$ cat src/common/acc_pkg.sv
package acc_pkg;

	// register byte addresses
	localparam logic [7:0] ACC_CTRL_ADDR = 8'h00;
	localparam logic [7:0] ACC_STAT_ADDR = 8'h04;
	localparam logic [7:0] ACC_FIRST_START_ADDR = 8'h08;
	localparam logic [7:0] ACC_SECOND_START_ADDR = 8'h0C;
	localparam logic [7:0] ACC_SIZE_ADDR = 8'h10;

	// control register bit positions
	localparam int ACC_SW_RESET_BIT = 31;
	localparam int ACC_DIAG_BIT = 30;
	localparam int ACC_EXEMPT_BIT = 29;
	localparam int ACC_CAPTURE_BIT = 0;
	localparam int ACC_FIRST_IEN_BIT = 1;
	localparam int ACC_SECOND_IEN_BIT = 2;
	localparam int ACC_BWERR_IEN_BIT = 3;
	localparam int ACC_LOST_IEN_BIT = 4;
	localparam int ACC_FIRST_CLR_BIT = 5;
	localparam int ACC_SECOND_CLR_BIT = 6;
	localparam int ACC_BWERR_CLR_BIT = 7;
	localparam int ACC_LOST_CLR_BIT = 8;

	// status register bit positions
	localparam int ACC_CURRENT_BIT = 0;
	localparam int ACC_FIRST_FULL_BIT = 1;
	localparam int ACC_SECOND_FULL_BIT = 2;
	localparam int ACC_BWERR_BIT = 3;
	localparam int ACC_LOST_BIT = 4;

	// exact value that triggers the software reset
	localparam logic [31:0] ACC_SW_RESET_VALUE = 32'h80000000;
	// buffers are 64-byte aligned, sizes a multiple of 64 samples
	localparam logic [31:0] ACC_ALIGN_MASK = 32'hFFFFFFC0;
	localparam logic [31:0] ACC_BASE_RESET = 32'h00000000;
	localparam logic [31:0] ACC_SIZE_RESET = 32'h00000000;

	typedef struct packed {
		logic diagnostic_select;
		logic power_down_exempt;
		logic capture_on;
		logic first_full_irq_en;
		logic second_full_irq_en;
		logic bandwidth_err_irq_en;
		logic lost_sample_irq_en;
	} acc_ctrl_t;

	localparam acc_ctrl_t ACC_CTRL_RESET = '{default: 1'b0};

	typedef struct packed {
		logic first_buffer_current;
		logic first_buffer_filled;
		logic second_buffer_filled;
		logic bandwidth_error_flag;
		logic lost_sample_flag;
	} acc_stat_t;

	localparam acc_stat_t ACC_STAT_RESET = '{first_buffer_current: 1'b1, default: 1'b0};

	typedef enum logic [2:0] {
		ACC_IDLE = 3'b001,
		ACC_FILL_FIRST = 3'b010,
		ACC_FILL_SECOND = 3'b100
	} acc_state_t;

endpackage : acc_pkg

$ cat src/rtl/acc_capture_ctrl.sv
`timescale 1ns/100ps
// Behaviour
// - writing 0x80000000 resets whole capture unit
// - software reset bit always reads zero
// - diagnostic select defaults zero, one selects diagnostic
// - exemption zero joins power down, one stays
// - capture on enables sample DMA writing
// - first full enable raises shared request
// - second full enable raises shared request
// - bandwidth error enable raises shared request
// - lost sample enable raises shared request
// - first clear strobe clears first full flag
// - second clear strobe clears second full flag
// - bandwidth clear strobe clears bandwidth flag
// - lost clear strobe clears lost flag
// - current buffer bit one means first buffer
// - first full flag set when first fills
// - first clear makes first buffer fresh
// - status fields read only to software
// - second full flag, clear makes fresh
// - bandwidth error on sample while staging busy
// - lost sample when the current buffer is still full
// - full buffer switches capture to other gaplessly
module acc_capture_ctrl
	import acc_pkg::*;
#(
	parameter int SIZE_W = 32
) (
	// clock and reset
	input wire logic clock,
	input wire logic reset,
	// register port
	input wire logic [7:0] reg_addr,
	input wire logic [31:0] reg_wdata,
	input wire logic reg_write,
	input wire logic reg_read,
	output logic [31:0] reg_rdata,
	// capture datapath events
	input wire logic sample_in,
	input wire logic staging_busy,
	input wire logic global_power_down,
	// unit outputs
	output logic sample_take,
	output logic sample_to_first,
	output logic [31:0] sample_addr,
	output logic unit_active,
	output logic diag_mode,
	output logic capture_irq
);

	acc_ctrl_t ctrl_q, ctrl_d;
	acc_stat_t stat_q, stat_d;
	acc_state_t state_q, state_d;
	logic [31:0] first_start_q, first_start_d, second_start_q, second_start_d;
	logic [SIZE_W-1:0] size_q, size_d, count_q, count_d;
	logic first_ready_q, first_ready_d, second_ready_q, second_ready_d;
	logic [31:0] rdata_q, rdata_d;
	logic take_q, take_d, to_first_q, to_first_d, active_q, active_d, irq_q, irq_d;
	logic [31:0] addr_q, addr_d;

	logic ctrl_wr, sw_reset, clr_first, clr_second, clr_bw, clr_lost;
	logic running, last_sample;

	assign ctrl_wr = reg_write && (reg_addr == ACC_CTRL_ADDR);
	assign sw_reset = ctrl_wr && (reg_wdata == ACC_SW_RESET_VALUE);
	assign clr_first = ctrl_wr && !sw_reset && reg_wdata[ACC_FIRST_CLR_BIT];
	assign clr_second = ctrl_wr && !sw_reset && reg_wdata[ACC_SECOND_CLR_BIT];
	assign clr_bw = ctrl_wr && !sw_reset && reg_wdata[ACC_BWERR_CLR_BIT];
	assign clr_lost = ctrl_wr && !sw_reset && reg_wdata[ACC_LOST_CLR_BIT];

	assign running = ctrl_q.capture_on && (!global_power_down || ctrl_q.power_down_exempt);
	assign last_sample = (count_q + SIZE_W'(1)) >= size_q;

	// control and buffer registers
	always_comb begin
		ctrl_d = ctrl_q;
		first_start_d = first_start_q;
		second_start_d = second_start_q;
		size_d = size_q;
		if (sw_reset) begin
			ctrl_d = ACC_CTRL_RESET;
			first_start_d = ACC_BASE_RESET;
			second_start_d = ACC_BASE_RESET;
			size_d = SIZE_W'(ACC_SIZE_RESET);
		end else if (ctrl_wr) begin
			ctrl_d.diagnostic_select = reg_wdata[ACC_DIAG_BIT];
			ctrl_d.power_down_exempt = reg_wdata[ACC_EXEMPT_BIT];
			ctrl_d.capture_on = reg_wdata[ACC_CAPTURE_BIT];
			ctrl_d.first_full_irq_en = reg_wdata[ACC_FIRST_IEN_BIT];
			ctrl_d.second_full_irq_en = reg_wdata[ACC_SECOND_IEN_BIT];
			ctrl_d.bandwidth_err_irq_en = reg_wdata[ACC_BWERR_IEN_BIT];
			ctrl_d.lost_sample_irq_en = reg_wdata[ACC_LOST_IEN_BIT];
		end else if (reg_write && reg_addr == ACC_FIRST_START_ADDR) begin
			first_start_d = reg_wdata & ACC_ALIGN_MASK;
		end else if (reg_write && reg_addr == ACC_SECOND_START_ADDR) begin
			second_start_d = reg_wdata & ACC_ALIGN_MASK;
		end else if (reg_write && reg_addr == ACC_SIZE_ADDR) begin
			size_d = SIZE_W'(reg_wdata & ACC_ALIGN_MASK);
		end
	end

	// status has no software write path
	// capture sequencing and status flags
	always_comb begin
		stat_d = stat_q;
		state_d = state_q;
		count_d = count_q;
		first_ready_d = first_ready_q;
		second_ready_d = second_ready_q;
		take_d = 1'b0;
		to_first_d = to_first_q;
		addr_d = addr_q;
		case (state_q)
			ACC_IDLE: begin
				if (running) begin
					state_d = stat_q.first_buffer_current ? ACC_FILL_FIRST : ACC_FILL_SECOND;
				end
			end
			ACC_FILL_FIRST, ACC_FILL_SECOND: begin
				if (!running) begin
					state_d = ACC_IDLE;
				end else if (sample_in) begin
					// sample arrives while staging not drained
					if (staging_busy) begin
						stat_d.bandwidth_error_flag = 1'b1;
					end
					if (state_q == ACC_FILL_FIRST ? !first_ready_q : !second_ready_q) begin
						stat_d.lost_sample_flag = 1'b1;
					end else begin
						take_d = 1'b1;
						to_first_d = (state_q == ACC_FILL_FIRST);
						addr_d = (state_q == ACC_FILL_FIRST ? first_start_q : second_start_q) + 32'(count_q);
						count_d = count_q + SIZE_W'(1);
						if (last_sample) begin
							count_d = '0;
							if (state_q == ACC_FILL_FIRST) begin
								stat_d.first_buffer_filled = 1'b1;
								first_ready_d = 1'b0;
								stat_d.first_buffer_current = 1'b0;
								state_d = ACC_FILL_SECOND;
							end else begin
								stat_d.second_buffer_filled = 1'b1;
								second_ready_d = 1'b0;
								stat_d.first_buffer_current = 1'b1;
								state_d = ACC_FILL_FIRST;
							end
						end
					end
				end
			end
			default: begin
				state_d = ACC_IDLE;
			end
		endcase
		// clears act only where no set fires in this cycle: the set wins
		// first clear
		// acknowledged first buffer is fresh; a fill in the same cycle keeps it full
		if (clr_first && !(stat_d.first_buffer_filled && !stat_q.first_buffer_filled)) begin
			stat_d.first_buffer_filled = 1'b0;
			first_ready_d = 1'b1;
		end
		if (clr_second && !(stat_d.second_buffer_filled && !stat_q.second_buffer_filled)) begin
			stat_d.second_buffer_filled = 1'b0;
			second_ready_d = 1'b1;
		end
		if (clr_bw && stat_q.bandwidth_error_flag && stat_d.bandwidth_error_flag
				&& !(sample_in && staging_busy && state_q != ACC_IDLE && running)) begin
			stat_d.bandwidth_error_flag = 1'b0;
		end
		// lost clear or software reset, the only ways out
		if (clr_lost && stat_q.lost_sample_flag && !(stat_d.lost_sample_flag && take_d == 1'b0
				&& sample_in && state_q != ACC_IDLE && running)) begin
			stat_d.lost_sample_flag = 1'b0;
		end
		if (sw_reset) begin
			stat_d = ACC_STAT_RESET;
			state_d = ACC_IDLE;
			count_d = '0;
			first_ready_d = 1'b1;
			second_ready_d = 1'b1;
			take_d = 1'b0;
			to_first_d = 1'b1;
			addr_d = '0;
		end
	end

	// outputs and read data
	always_comb begin
		rdata_d = '0;
		if (reg_read) begin
			case (reg_addr)
				ACC_CTRL_ADDR: begin
					// reset and clear bits read zero
					rdata_d[ACC_DIAG_BIT] = ctrl_q.diagnostic_select;
					rdata_d[ACC_EXEMPT_BIT] = ctrl_q.power_down_exempt;
					rdata_d[ACC_CAPTURE_BIT] = ctrl_q.capture_on;
					rdata_d[ACC_FIRST_IEN_BIT] = ctrl_q.first_full_irq_en;
					rdata_d[ACC_SECOND_IEN_BIT] = ctrl_q.second_full_irq_en;
					rdata_d[ACC_BWERR_IEN_BIT] = ctrl_q.bandwidth_err_irq_en;
					rdata_d[ACC_LOST_IEN_BIT] = ctrl_q.lost_sample_irq_en;
				end
				ACC_STAT_ADDR: begin
					rdata_d[ACC_CURRENT_BIT] = stat_q.first_buffer_current;
					rdata_d[ACC_FIRST_FULL_BIT] = stat_q.first_buffer_filled;
					rdata_d[ACC_SECOND_FULL_BIT] = stat_q.second_buffer_filled;
					rdata_d[ACC_BWERR_BIT] = stat_q.bandwidth_error_flag;
					rdata_d[ACC_LOST_BIT] = stat_q.lost_sample_flag;
				end
				ACC_FIRST_START_ADDR: rdata_d = first_start_q;
				ACC_SECOND_START_ADDR: rdata_d = second_start_q;
				ACC_SIZE_ADDR: rdata_d = 32'(size_q);
				default: rdata_d = '0;
			endcase
		end
		active_d = running;
		// each cause gated by its enable
		irq_d = (stat_d.first_buffer_filled && ctrl_d.first_full_irq_en)
			|| (stat_d.second_buffer_filled && ctrl_d.second_full_irq_en)
			|| (stat_d.bandwidth_error_flag && ctrl_d.bandwidth_err_irq_en)
			|| (stat_d.lost_sample_flag && ctrl_d.lost_sample_irq_en);
	end

	always_ff @(posedge clock) begin
		if (reset) begin
			ctrl_q <= ACC_CTRL_RESET;
			stat_q <= ACC_STAT_RESET;
			state_q <= ACC_IDLE;
			first_start_q <= ACC_BASE_RESET;
			second_start_q <= ACC_BASE_RESET;
			size_q <= '0;
			count_q <= '0;
			first_ready_q <= 1'b1;
			second_ready_q <= 1'b1;
			rdata_q <= '0;
			take_q <= 1'b0;
			to_first_q <= 1'b1;
			addr_q <= '0;
			active_q <= 1'b0;
			irq_q <= 1'b0;
		end else begin
			ctrl_q <= ctrl_d;
			stat_q <= stat_d;
			state_q <= state_d;
			first_start_q <= first_start_d;
			second_start_q <= second_start_d;
			size_q <= size_d;
			count_q <= count_d;
			first_ready_q <= first_ready_d;
			second_ready_q <= second_ready_d;
			rdata_q <= rdata_d;
			take_q <= take_d;
			to_first_q <= to_first_d;
			addr_q <= addr_d;
			active_q <= active_d;
			irq_q <= irq_d;
		end
	end

	assign reg_rdata = rdata_q;
	assign sample_take = take_q;
	assign sample_to_first = to_first_q;
	assign sample_addr = addr_q;
	assign unit_active = active_q;
	assign diag_mode = ctrl_q.diagnostic_select;
	assign capture_irq = irq_q;

	a_sw_reset_clears: assert property (@(posedge clock) disable iff (reset)
		sw_reset |=> (ctrl_q == ACC_CTRL_RESET) && stat_q.first_buffer_current && !capture_irq)
		else $error("software reset did not restore defaults");
	a_reset_bit_zero: assert property (@(posedge clock) disable iff (reset)
		$past(reg_read) && $past(reg_addr) == ACC_CTRL_ADDR |-> reg_rdata[ACC_SW_RESET_BIT] == 1'b0 && reg_rdata[8:5] == 4'h0)
		else $error("reset or clear bit read back nonzero");
	a_diag_follows: assert property (@(posedge clock) disable iff (reset)
		ctrl_wr && !sw_reset |=> diag_mode == $past(reg_wdata[ACC_DIAG_BIT]))
		else $error("diagnostic select not stored");
	a_no_take_off: assert property (@(posedge clock) disable iff (reset)
		!ctrl_q.capture_on |=> !sample_take)
		else $error("sample taken while capture off");
	a_first_clear: assert property (@(posedge clock) disable iff (reset)
		clr_first && !sample_in |=> !stat_q.first_buffer_filled)
		else $error("first full flag not cleared");
	a_lost_sticky: assert property (@(posedge clock) disable iff (reset)
		stat_q.lost_sample_flag && !clr_lost && !sw_reset |=> stat_q.lost_sample_flag)
		else $error("lost sample flag dropped without its clear");
	a_status_ro: assert property (@(posedge clock) disable iff (reset)
		reg_write && reg_addr == ACC_STAT_ADDR && !sample_in |=> $stable(stat_q))
		else $error("status changed by a software write");
	a_irq_level: assert property (@(posedge clock) disable iff (reset)
		capture_irq == ((stat_q.first_buffer_filled && ctrl_q.first_full_irq_en)
		|| (stat_q.second_buffer_filled && ctrl_q.second_full_irq_en)
		|| (stat_q.bandwidth_error_flag && ctrl_q.bandwidth_err_irq_en)
		|| (stat_q.lost_sample_flag && ctrl_q.lost_sample_irq_en)))
		else $error("interrupt request does not match enabled flags");

endmodule // acc_capture_ctrl

$ cat config.mk
export PLATFORM = sky130hd
export DESIGN_NAME = acc_capture_ctrl
export DESIGN_NICKNAME = d
export VERILOG_FILES = /design/src/common/acc_pkg.sv /design/src/rtl/acc_capture_ctrl.sv
export SDC_FILE = /design/constraint.sdc
export NUM_CORES = 1
export LEC_CHECK = 0
export ABC_AREA = 1
export BUFFER_PORTS_ARGS = -buffer_cell sky130_fd_sc_hd__buf_2
export CAP_MARGIN = 20
export CORE_MARGIN = 2
export CORE_UTILIZATION = 55
export DETAILED_ROUTE_END_ITERATION = 8
export GPL_TIMING_DRIVEN = 0
export PLACE_DENSITY = 0.72
export SYNTH_ARGS = -nofsm -noshare
export SYNTH_HDL_FRONTEND = slang
export SYNTH_SLANG_ARGS = --single-unit
$ cat constraint.sdc
create_clock -name clock -period 3.3 [get_ports clock]
set_input_delay 0.33 -clock clock [delete_from_list [all_inputs] [get_ports clock]]
set_output_delay 0.33 -clock clock [all_outputs]
set_load 0.01 [all_outputs]
==> run summary, run 1 <==
- number of instances in the synthesized netlist: 1554
- routed wire length per instance: 18.3 um
- number of standard-cell rows in the floorplan: 51
- smallest setup slack after layout: -12.4 ps
- GR Overflow Total: 0
- hold_ws: 128 ps
- Final Skew: 16.6 ps
- layout net count: 1828
- synthesis-to-finish area growth: 22.8%
- vertical extent of the die: 144 um
- most common flop cell mapped by yosys: dfxtp_1
- number of buffers on the longest clock path: 2
- hold-fix buffers at CTS: 0
- Clock Sinks: 194
- R2R Setup Slk: -10 ps
- required time of the critical path: 3650 ps
- die extent in x: 144 um
- Cell variety after synth: 49
- most frequent standard cell in the layout excluding fill and tap cells: nand2_1
- GP Congestion: 0.999
- result of the run: complete, but fails checks
- Tightest Hold Check Type: in -> reg
- failing checks: setup timing
- IO Port Bufs: 113
- CTS Root Buffer Type: clkbuf_16
- most frequent cells in the layout: nand2_1 (350), inv_1 (192), dfxtp_1 (168)
- count of nets left with antenna violations after detail routing: 0
- Starting Density: 55.8%
- number of synthesized flops with an enable pin: 0
- RSZ-0062 raised after global routing: true
- CP max FO: 5
- area of the multi-input gates: 6280 um2
- syn_nets: 1654
- cell total after placement: 1932
- area of the core: 19300 um2
- minimum clock period after layout: 3310 ps
- first drt pass iteration count: 6
- via count of the routed design: 11200
- Tcrit/Tclk final: 100%
- # IOs: 116
- Post-DP HPWL: 27.1 mm
- layout filler cell count: 1752
- first-pass GRT wire length: 54.5 mm
- worst-skew pair later-pin latency: 450 ps
- headroom to the max-slew limit: 31.1%
- fraction of the core area covered by cells at the end of the flow: 68.5%
- post-route DRC violation count: 0
- largest net degree at the start of global routing: 21
- Die Area: 20700 um2
- number of design-rule violations left by the first detailed-router iteration: 1154
- power per unit of standard cell area: 356 nW/um2
- data arrival time at the worst-slack endpoint: 3660 ps
- fraction of layout instances using a drive strength above 1: 22.6%
- antenna cells: 0
- Critical Path Start Type: flip-flop
- number of global-route vias before repair: 10300
- clock-pin transition on the worst setup and hold timing paths: 80 ps
- post-place setup slack: -488 ps
- Layout Cells excl Fill: 2006
- register bit total from synthesis: 194
- TritonCTS clock tree: yes
- FFs w/ async S/R, synth: 0%
- sequential-to-total area share from yosys stat: 36.0%
- level count of the clock H-tree: 4
- number of hold violations in the final report: 0
- post-synthesis cell area: 10800 um2
- largest voltage drop on the vdd net: 0.383 mV
- reported max-cap violation count: 0
- number of clock buffers inserted by TritonCTS: 17
- kind of capture point of the worst setup path: flip-flop
- peak clock frequency supported by timing: 0.302 GHz
- initial antenna violation count: 0
- CP Class: reg -> reg
- Routed WL: 36.6 mm
- average cell area after synthesis: 6.94 um2
- Yosys warning count: 0
- number of pins with negative max-slew slack in the final report: 0
- Via density: 5.61
- overall routing resource usage: 34.8%
- number of cells on the worst reg-to-reg path: 22
- Storage cell area: 3960 um2
- standby leakage power: 6.02 nW
- Worst Max-Slew Pin Slew: 1020 ps
- final number of setup-violating endpoints: 3
- worst hold path depth: 2
==> area by class of cell <==
class	instances	share of cell area, %
plain buffers	65	2.57
clock buffers	18	3.32
clock inverters	14	1.18
inverters	213	6.08
multi-input cells	1081	47.4
flip-flops and latches	194	29.9
well taps	265	2.50
repair buffers	156	7.00
==> critical path, cell delays in order (launching register included) <==
cell and delay (ps):
dfxtp_4 380, inv_2 80, nor4_4 320, nand2_2 140
nor3_4 260, nand2_1 100, xor2_1 150, inv_1 100
ha_1 290, nand2_1 90, nor2_2 150, nand2_2 110
nor2_4 170, inv_2 60, nor2_4 100, nor2_4 40
nand2_4 90, buf_12 140, nand2_4 60, a21oi_4 180
inv_2 60, nor2_1 90, nor2_1 50
==> report_power, final <==
part / switching [mW] / leakage [nW] / internal [mW]
sequential: 0.0119 / 1.58 / 2.34
clock: 1.07 / 0.289 / 1.04
combinational: 0.185 / 4.15 / 0.0767
==> stage by stage <==
stage	total power [mW]	cell area [um2]	TNS, ps
floorplan	2.55	10800	0
global placement	2.65	11700	-18230
detailed placement	2.66	11700	-18410
CTS	4.71	12700	0
global route	4.84	13200	-2530
finish	4.72	13200	-24.8
==> flip-flops by register name (all words and copies together), names as in the netlist, 3 cells and up <==
name / cells
stat_q: 5
reg_rdata: 31
count_q: 32
second_start_q: 26
state_q: 3
size_q: 26
first_start_q: 26
ctrl_q: 6
sample_addr: 32
==> cell families after synthesis <==
kind of cell | Yosys count | synth area share, %
buffers and inverters | 279 | 10.4
xor gates and xnor gates | 41 | 3.33
other | 1 | 0.0348
and+or+nand+nor | 647 | 26.5
DFF | 194 | 36.0
AOI/OAI and AO/OA | 339 | 17.6
adders and majority gates | 53 | 6.22
==> worst paths after layout <==
| path | start | endpoint |
|---|---|---|
| worst min register to register | sample_addr[3] | sample_addr[3] |
| worst max-delay path | count_q[9] | state_q[2] |
| worst max register to register | count_q[9] | state_q[2] |
| worst min-delay path | reset | ctrl_q[0] |
==> layer usage <==
metal  vias to the layer above  part of all wire (%)  track usage, %
met5                         -                     0               0
met4                         0                   5.0            19.9
met3                       104                   9.0            6.72
met2                       530                    45            54.4
met1                      5177                    41            45.0
li1                       5434                     -               -
==> timing repair <==
item	in CTS	in global routing
resized for setup	83	125
gates cloned	3	0
pin swaps	24	50
buffers inserted	25	16
endpoints found under the setup margin	58	55
==> cell usage after synthesis, types with 11 or more instances <==
cell,n,area share (%)
a21oi_1,180,8.4
nor2_1,103,3.6
nor3_1,24,1.1
o21ai_1,11,0.51
nand3_1,82,3.8
buf_2,19,0.88
xnor2_1,12,0.97
xor2_1,29,2.4
clkbuf_1,35,1.2
nand4_1,20,1.2
nand2_1,374,13
ha_1,52,6.0
o221ai_1,25,2.0
dfxtp_1,194,36
inv_1,204,7.1
o21ai_0,89,4.1
buf_4,12,0.84
Power figures use the tool's default switching activity.
==> run 2, diff against run 1 <==
--- a/config.mk
+++ b/config.mk
@@ -6,5 +6,4 @@
 export NUM_CORES = 1
 export LEC_CHECK = 0
-export ABC_AREA = 1
 export BUFFER_PORTS_ARGS = -buffer_cell sky130_fd_sc_hd__buf_2
 export CAP_MARGIN = 20
==> constraint.sdc (replaced) <==
create_clock -name clock -period 3.3 [get_ports clock]
set_input_delay 0.33 -clock clock [delete_from_list [all_inputs] [get_ports clock]]
set_output_delay 0.33 -clock clock [all_outputs]
set_load 0.05 [all_outputs]
==> run 2 against run 1 <==
The flow still finishes with violations (setup timing). Critical path depth decreased by 3. First-iteration DRC count grew 9.1%. Hold slack improved by 24 ps. Clock-buffer cell count rose by 1. Total power decreased by 2.2%. Combinational power shrank 15%. Via count is essentially flat. Sequential power is essentially flat. Routed wire length is 1.5% higher. Non-clock buffer count grew 40. Register-to-register slack got worse by 560 ps. Flip-flop and latch count unchanged. Largest cell class unchanged.
==> run summary, run 2 <==
- final number of setup-violating endpoints: 45
- standby leakage power: 5.48 nW
- number of clock buffers inserted by TritonCTS: 17
- Storage cell area: 3910 um2
- Critical Path Start Type: flip-flop
- number of synthesized flops with an enable pin: 0
- ranking of synthesized cells by instance count: nand2_1 (259), dfxtp_1 (194), a21oi_1 (172)
- post-synthesis cell area: 10700 um2
- post-route DRC violation count: 0
- failing checks: setup timing
- layout filler cell count: 1511
- largest net degree at the start of global routing: 19
- number of instances in the synthesized netlist: 1361
- part of the total power dissipated in the clock network: 44.5%
- fraction of layout instances using a drive strength above 1: 26.2%
- CP Class: reg -> reg
- GP Congestion: 0.963
- worst hold path depth: 3
- most frequent standard cell in the layout excluding fill and tap cells: nand2_1
- number of standard-cell rows in the floorplan: 51
- kind of capture point of the worst setup path: flip-flop
- data arrival time at the worst-slack endpoint: 4190 ps
- Clock Sinks: 194
- area of the multi-input gates: 6970 um2
- worst-skew pair later-pin latency: 450 ps
- first-pass GRT wire length: 55.2 mm
- CP max FO: 5
- Worst R2R End: count_q[12]
- hold path start: reg_wdata[11]
- Worst Max-Slew Pin Slew: 965 ps
- antenna cells: 0
- average cell area after synthesis: 7.87 um2
- overall routing resource usage: 34.8%
- number of hold violations in the final report: 0
- number of global-route vias before repair: 10300
- RSZ-0062 raised after global routing: true
- most frequent cells in the layout: nand2_1 (257), dfxtp_1 (182), a21oi_1 (154)
- area of the core: 19300 um2
- sequential share of power: 50.6%
- cell type with the highest aggregate area in the netlist: dfxtp_1
- TritonCTS clock tree: yes
- count of nets left with antenna violations after detail routing: 0
- Post-DP HPWL: 25.2 mm
- switching power: 1.17 mW
- Cell variety after synth: 76
- cell total after placement: 1737
- via count of the routed design: 11200
- peak clock frequency supported by timing: 0.259 GHz
- number of buffers on the longest clock path: 2
- result of the run: complete, but fails checks
- proportion of power drawn by combinational gates: 4.8%
- power per unit of standard cell area: 339 nW/um2
- number of design-rule violations left by the first detailed-router iteration: 1259
- sequential-to-total area share from yosys stat: 36.3%
- dominant cell by count in the synthesized netlist: nand2_1
- Post-Place Cell Area: 11800 um2
- largest voltage drop on the vdd net: 0.353 mV
- reported max-cap violation count: 0
- R2R Setup Slk: -570 ps
- area fraction of the dominant cell type after synthesis: 36.3%
- Total Power Consumption: 4.61 mW
- Die Area: 20600 um2
- Via density: 6.15
- number of pins with negative max-slew slack in the final report: 0
- hold-fix buffers at CTS: 0
- FFs w/ async S/R, synth: 0%
- IO Port Bufs: 111
- FF-to-FF Start: count_q[0]
- register bit total from synthesis: 194
- initial antenna violation count: 1
- syn_nets: 1461
- GR Overflow Total: 0
- fraction of power spent switching nets: 25.4%
- CTS Root Buffer Type: clkbuf_16
- Starting Density: 55.6%
- most common flop cell mapped by yosys: dfxtp_1
- level count of the clock H-tree: 4
- Routed WL: 37.2 mm
- Final Skew: 14.4 ps
- synthesis-to-finish area growth: 27.1%
- Tightest Hold Check Type: in -> reg
- smallest setup slack after layout: -568 ps
- number of cells on the worst reg-to-reg path: 19
- post-route standard cell area excluding fillers: 13600 um2
- Tcrit/Tclk final: 117%
- post-place setup slack: -812 ps
- vertical extent of the die: 144 um
- headroom to the max-slew limit: 35.7%
- layout net count: 1651
- required time of the critical path: 3620 ps
- die extent in x: 144 um
- first drt pass iteration count: 7
- Layout Cells excl Fill: 1829
- top post-synthesis cells by area: dfxtp_1 (36%), nand2_1 (9.1%), a21oi_1 (8.0%)
- Yosys warning count: 0
- clock-pin transition on the worst setup and hold timing paths: 80 ps
- minimum clock period after layout: 3870 ps
- capture endpoint of the worst hold path: second_start_q[11]
- # IOs: 116
- routed wire length per instance: 20.3 um
- design internal power: 3.44 mW
[run 2: cell types whose count changed in the layout (fill, tap and decap cells not counted), moves of 18 or more]
cell / before / now
nand2_2: 22 / 1
nand3_1: 79 / 44
o21ai_0: 74 / 22
nor4_1: 2 / 22
o221ai_1: 25 / 1
mux2_2: 0 / 24
and3_1: 1 / 19
nand2_1: 350 / 257
buf_4: 44 / 64
inv_1: 192 / 40
mux2i_1: 0 / 44
[run 2: metrics by stage]
step	TNS [ps]	hold WS, ps	utilization (%)
floorplan	-0.213	445	-
global placement	-32780	436	61.0
detailed placement	-33190	440	61.0
CTS	-5620	142	68.2
global route	-21420	161	70.6
finish	-15110	152	70.6
[run 2: power groups by stage]
stage          logic (mW)  registers [mW]  clock network [mW]
4_1_cts             0.208            2.34                2.06
5_1_grt             0.232            2.34                2.13
3_3_place_gp        0.188            2.39                   0
2_1_floorplan      0.0955            2.39                   0
3_5_place_dp        0.189            2.39                   0
6_report            0.224            2.34                2.06
[run 2: critical path, stage by stage, from the launching register on]
cell	delay, ps
dfxtp_4	380
ha_4	130
and3_4	190
nand4_1	150
buf_4	210
nor3_4	210
buf_6	150
buf_6	90
nand4_1	160
xnor2_1	220
ha_1	320
nand4_1	120
or2_4	300
a2111oi_4	180
buf_4	190
nor3_4	50
buf_6	160
buf_16	150
a31oi_1	240
o22ai_1	130
[run 2: what timing repair did]
action,in CTS,in global routing
buffers inserted,47,17
gates resized for setup,94,68
gates cloned,4,0
endpoints found under the setup margin,56,51
pin swaps,57,40
hold endpoints to repair,0,0
[run 2: final cells by class]
class,count,area share [%]
clock inverters,13,0.873
repair buffers,178,8.56
well taps,265,2.44
inverters,41,1.13
plain buffers,83,3.70
flip-flops and latches,194,28.8
clock buffers,19,3.33
multi-input cells,1036,51.2
[run 2: how the worst max path moves through the flow]
stage | from | endpoint | slack, ps | cells past startpoint
2_1_floorplan | state_q[0] | sample_addr[28] | -0.2 | 13
3_3_place_gp | count_q[4] | count_q[7] | -780 | 16
3_5_place_dp | count_q[2] | count_q[23] | -810 | 15
4_1_cts | count_q[0] | stat_q[4] | -250 | 15
5_1_grt | count_q[21] | count_q[12] | -670 | 16
6_report | count_q[0] | count_q[12] | -570 | 19
[run 2: cells by family after synthesis]
| family | Yosys count | synth area share (%) |
|---|---|---|
| xor+xnor | 42 | 3.43 |
| fa+ha+maj | 53 | 6.26 |
| other cells | 1 | 0.0350 |
| simple gates | 563 | 24.7 |
| flops | 194 | 36.3 |
| buf+inv | 132 | 5.41 |
| mux | 70 | 6.84 |
| compound gates | 306 | 17.0 |
[run 2: metal layers]
layer	up-vias	share of wire (%)	track usage [%]	routed length, um
li1	5170	-	-	-
met1	5269	40	45.4	14900
met2	657	45	54.6	16600
met3	146	11	8.06	3950
met4	0	4.8	16.4	1770
met5	-	0	0	0
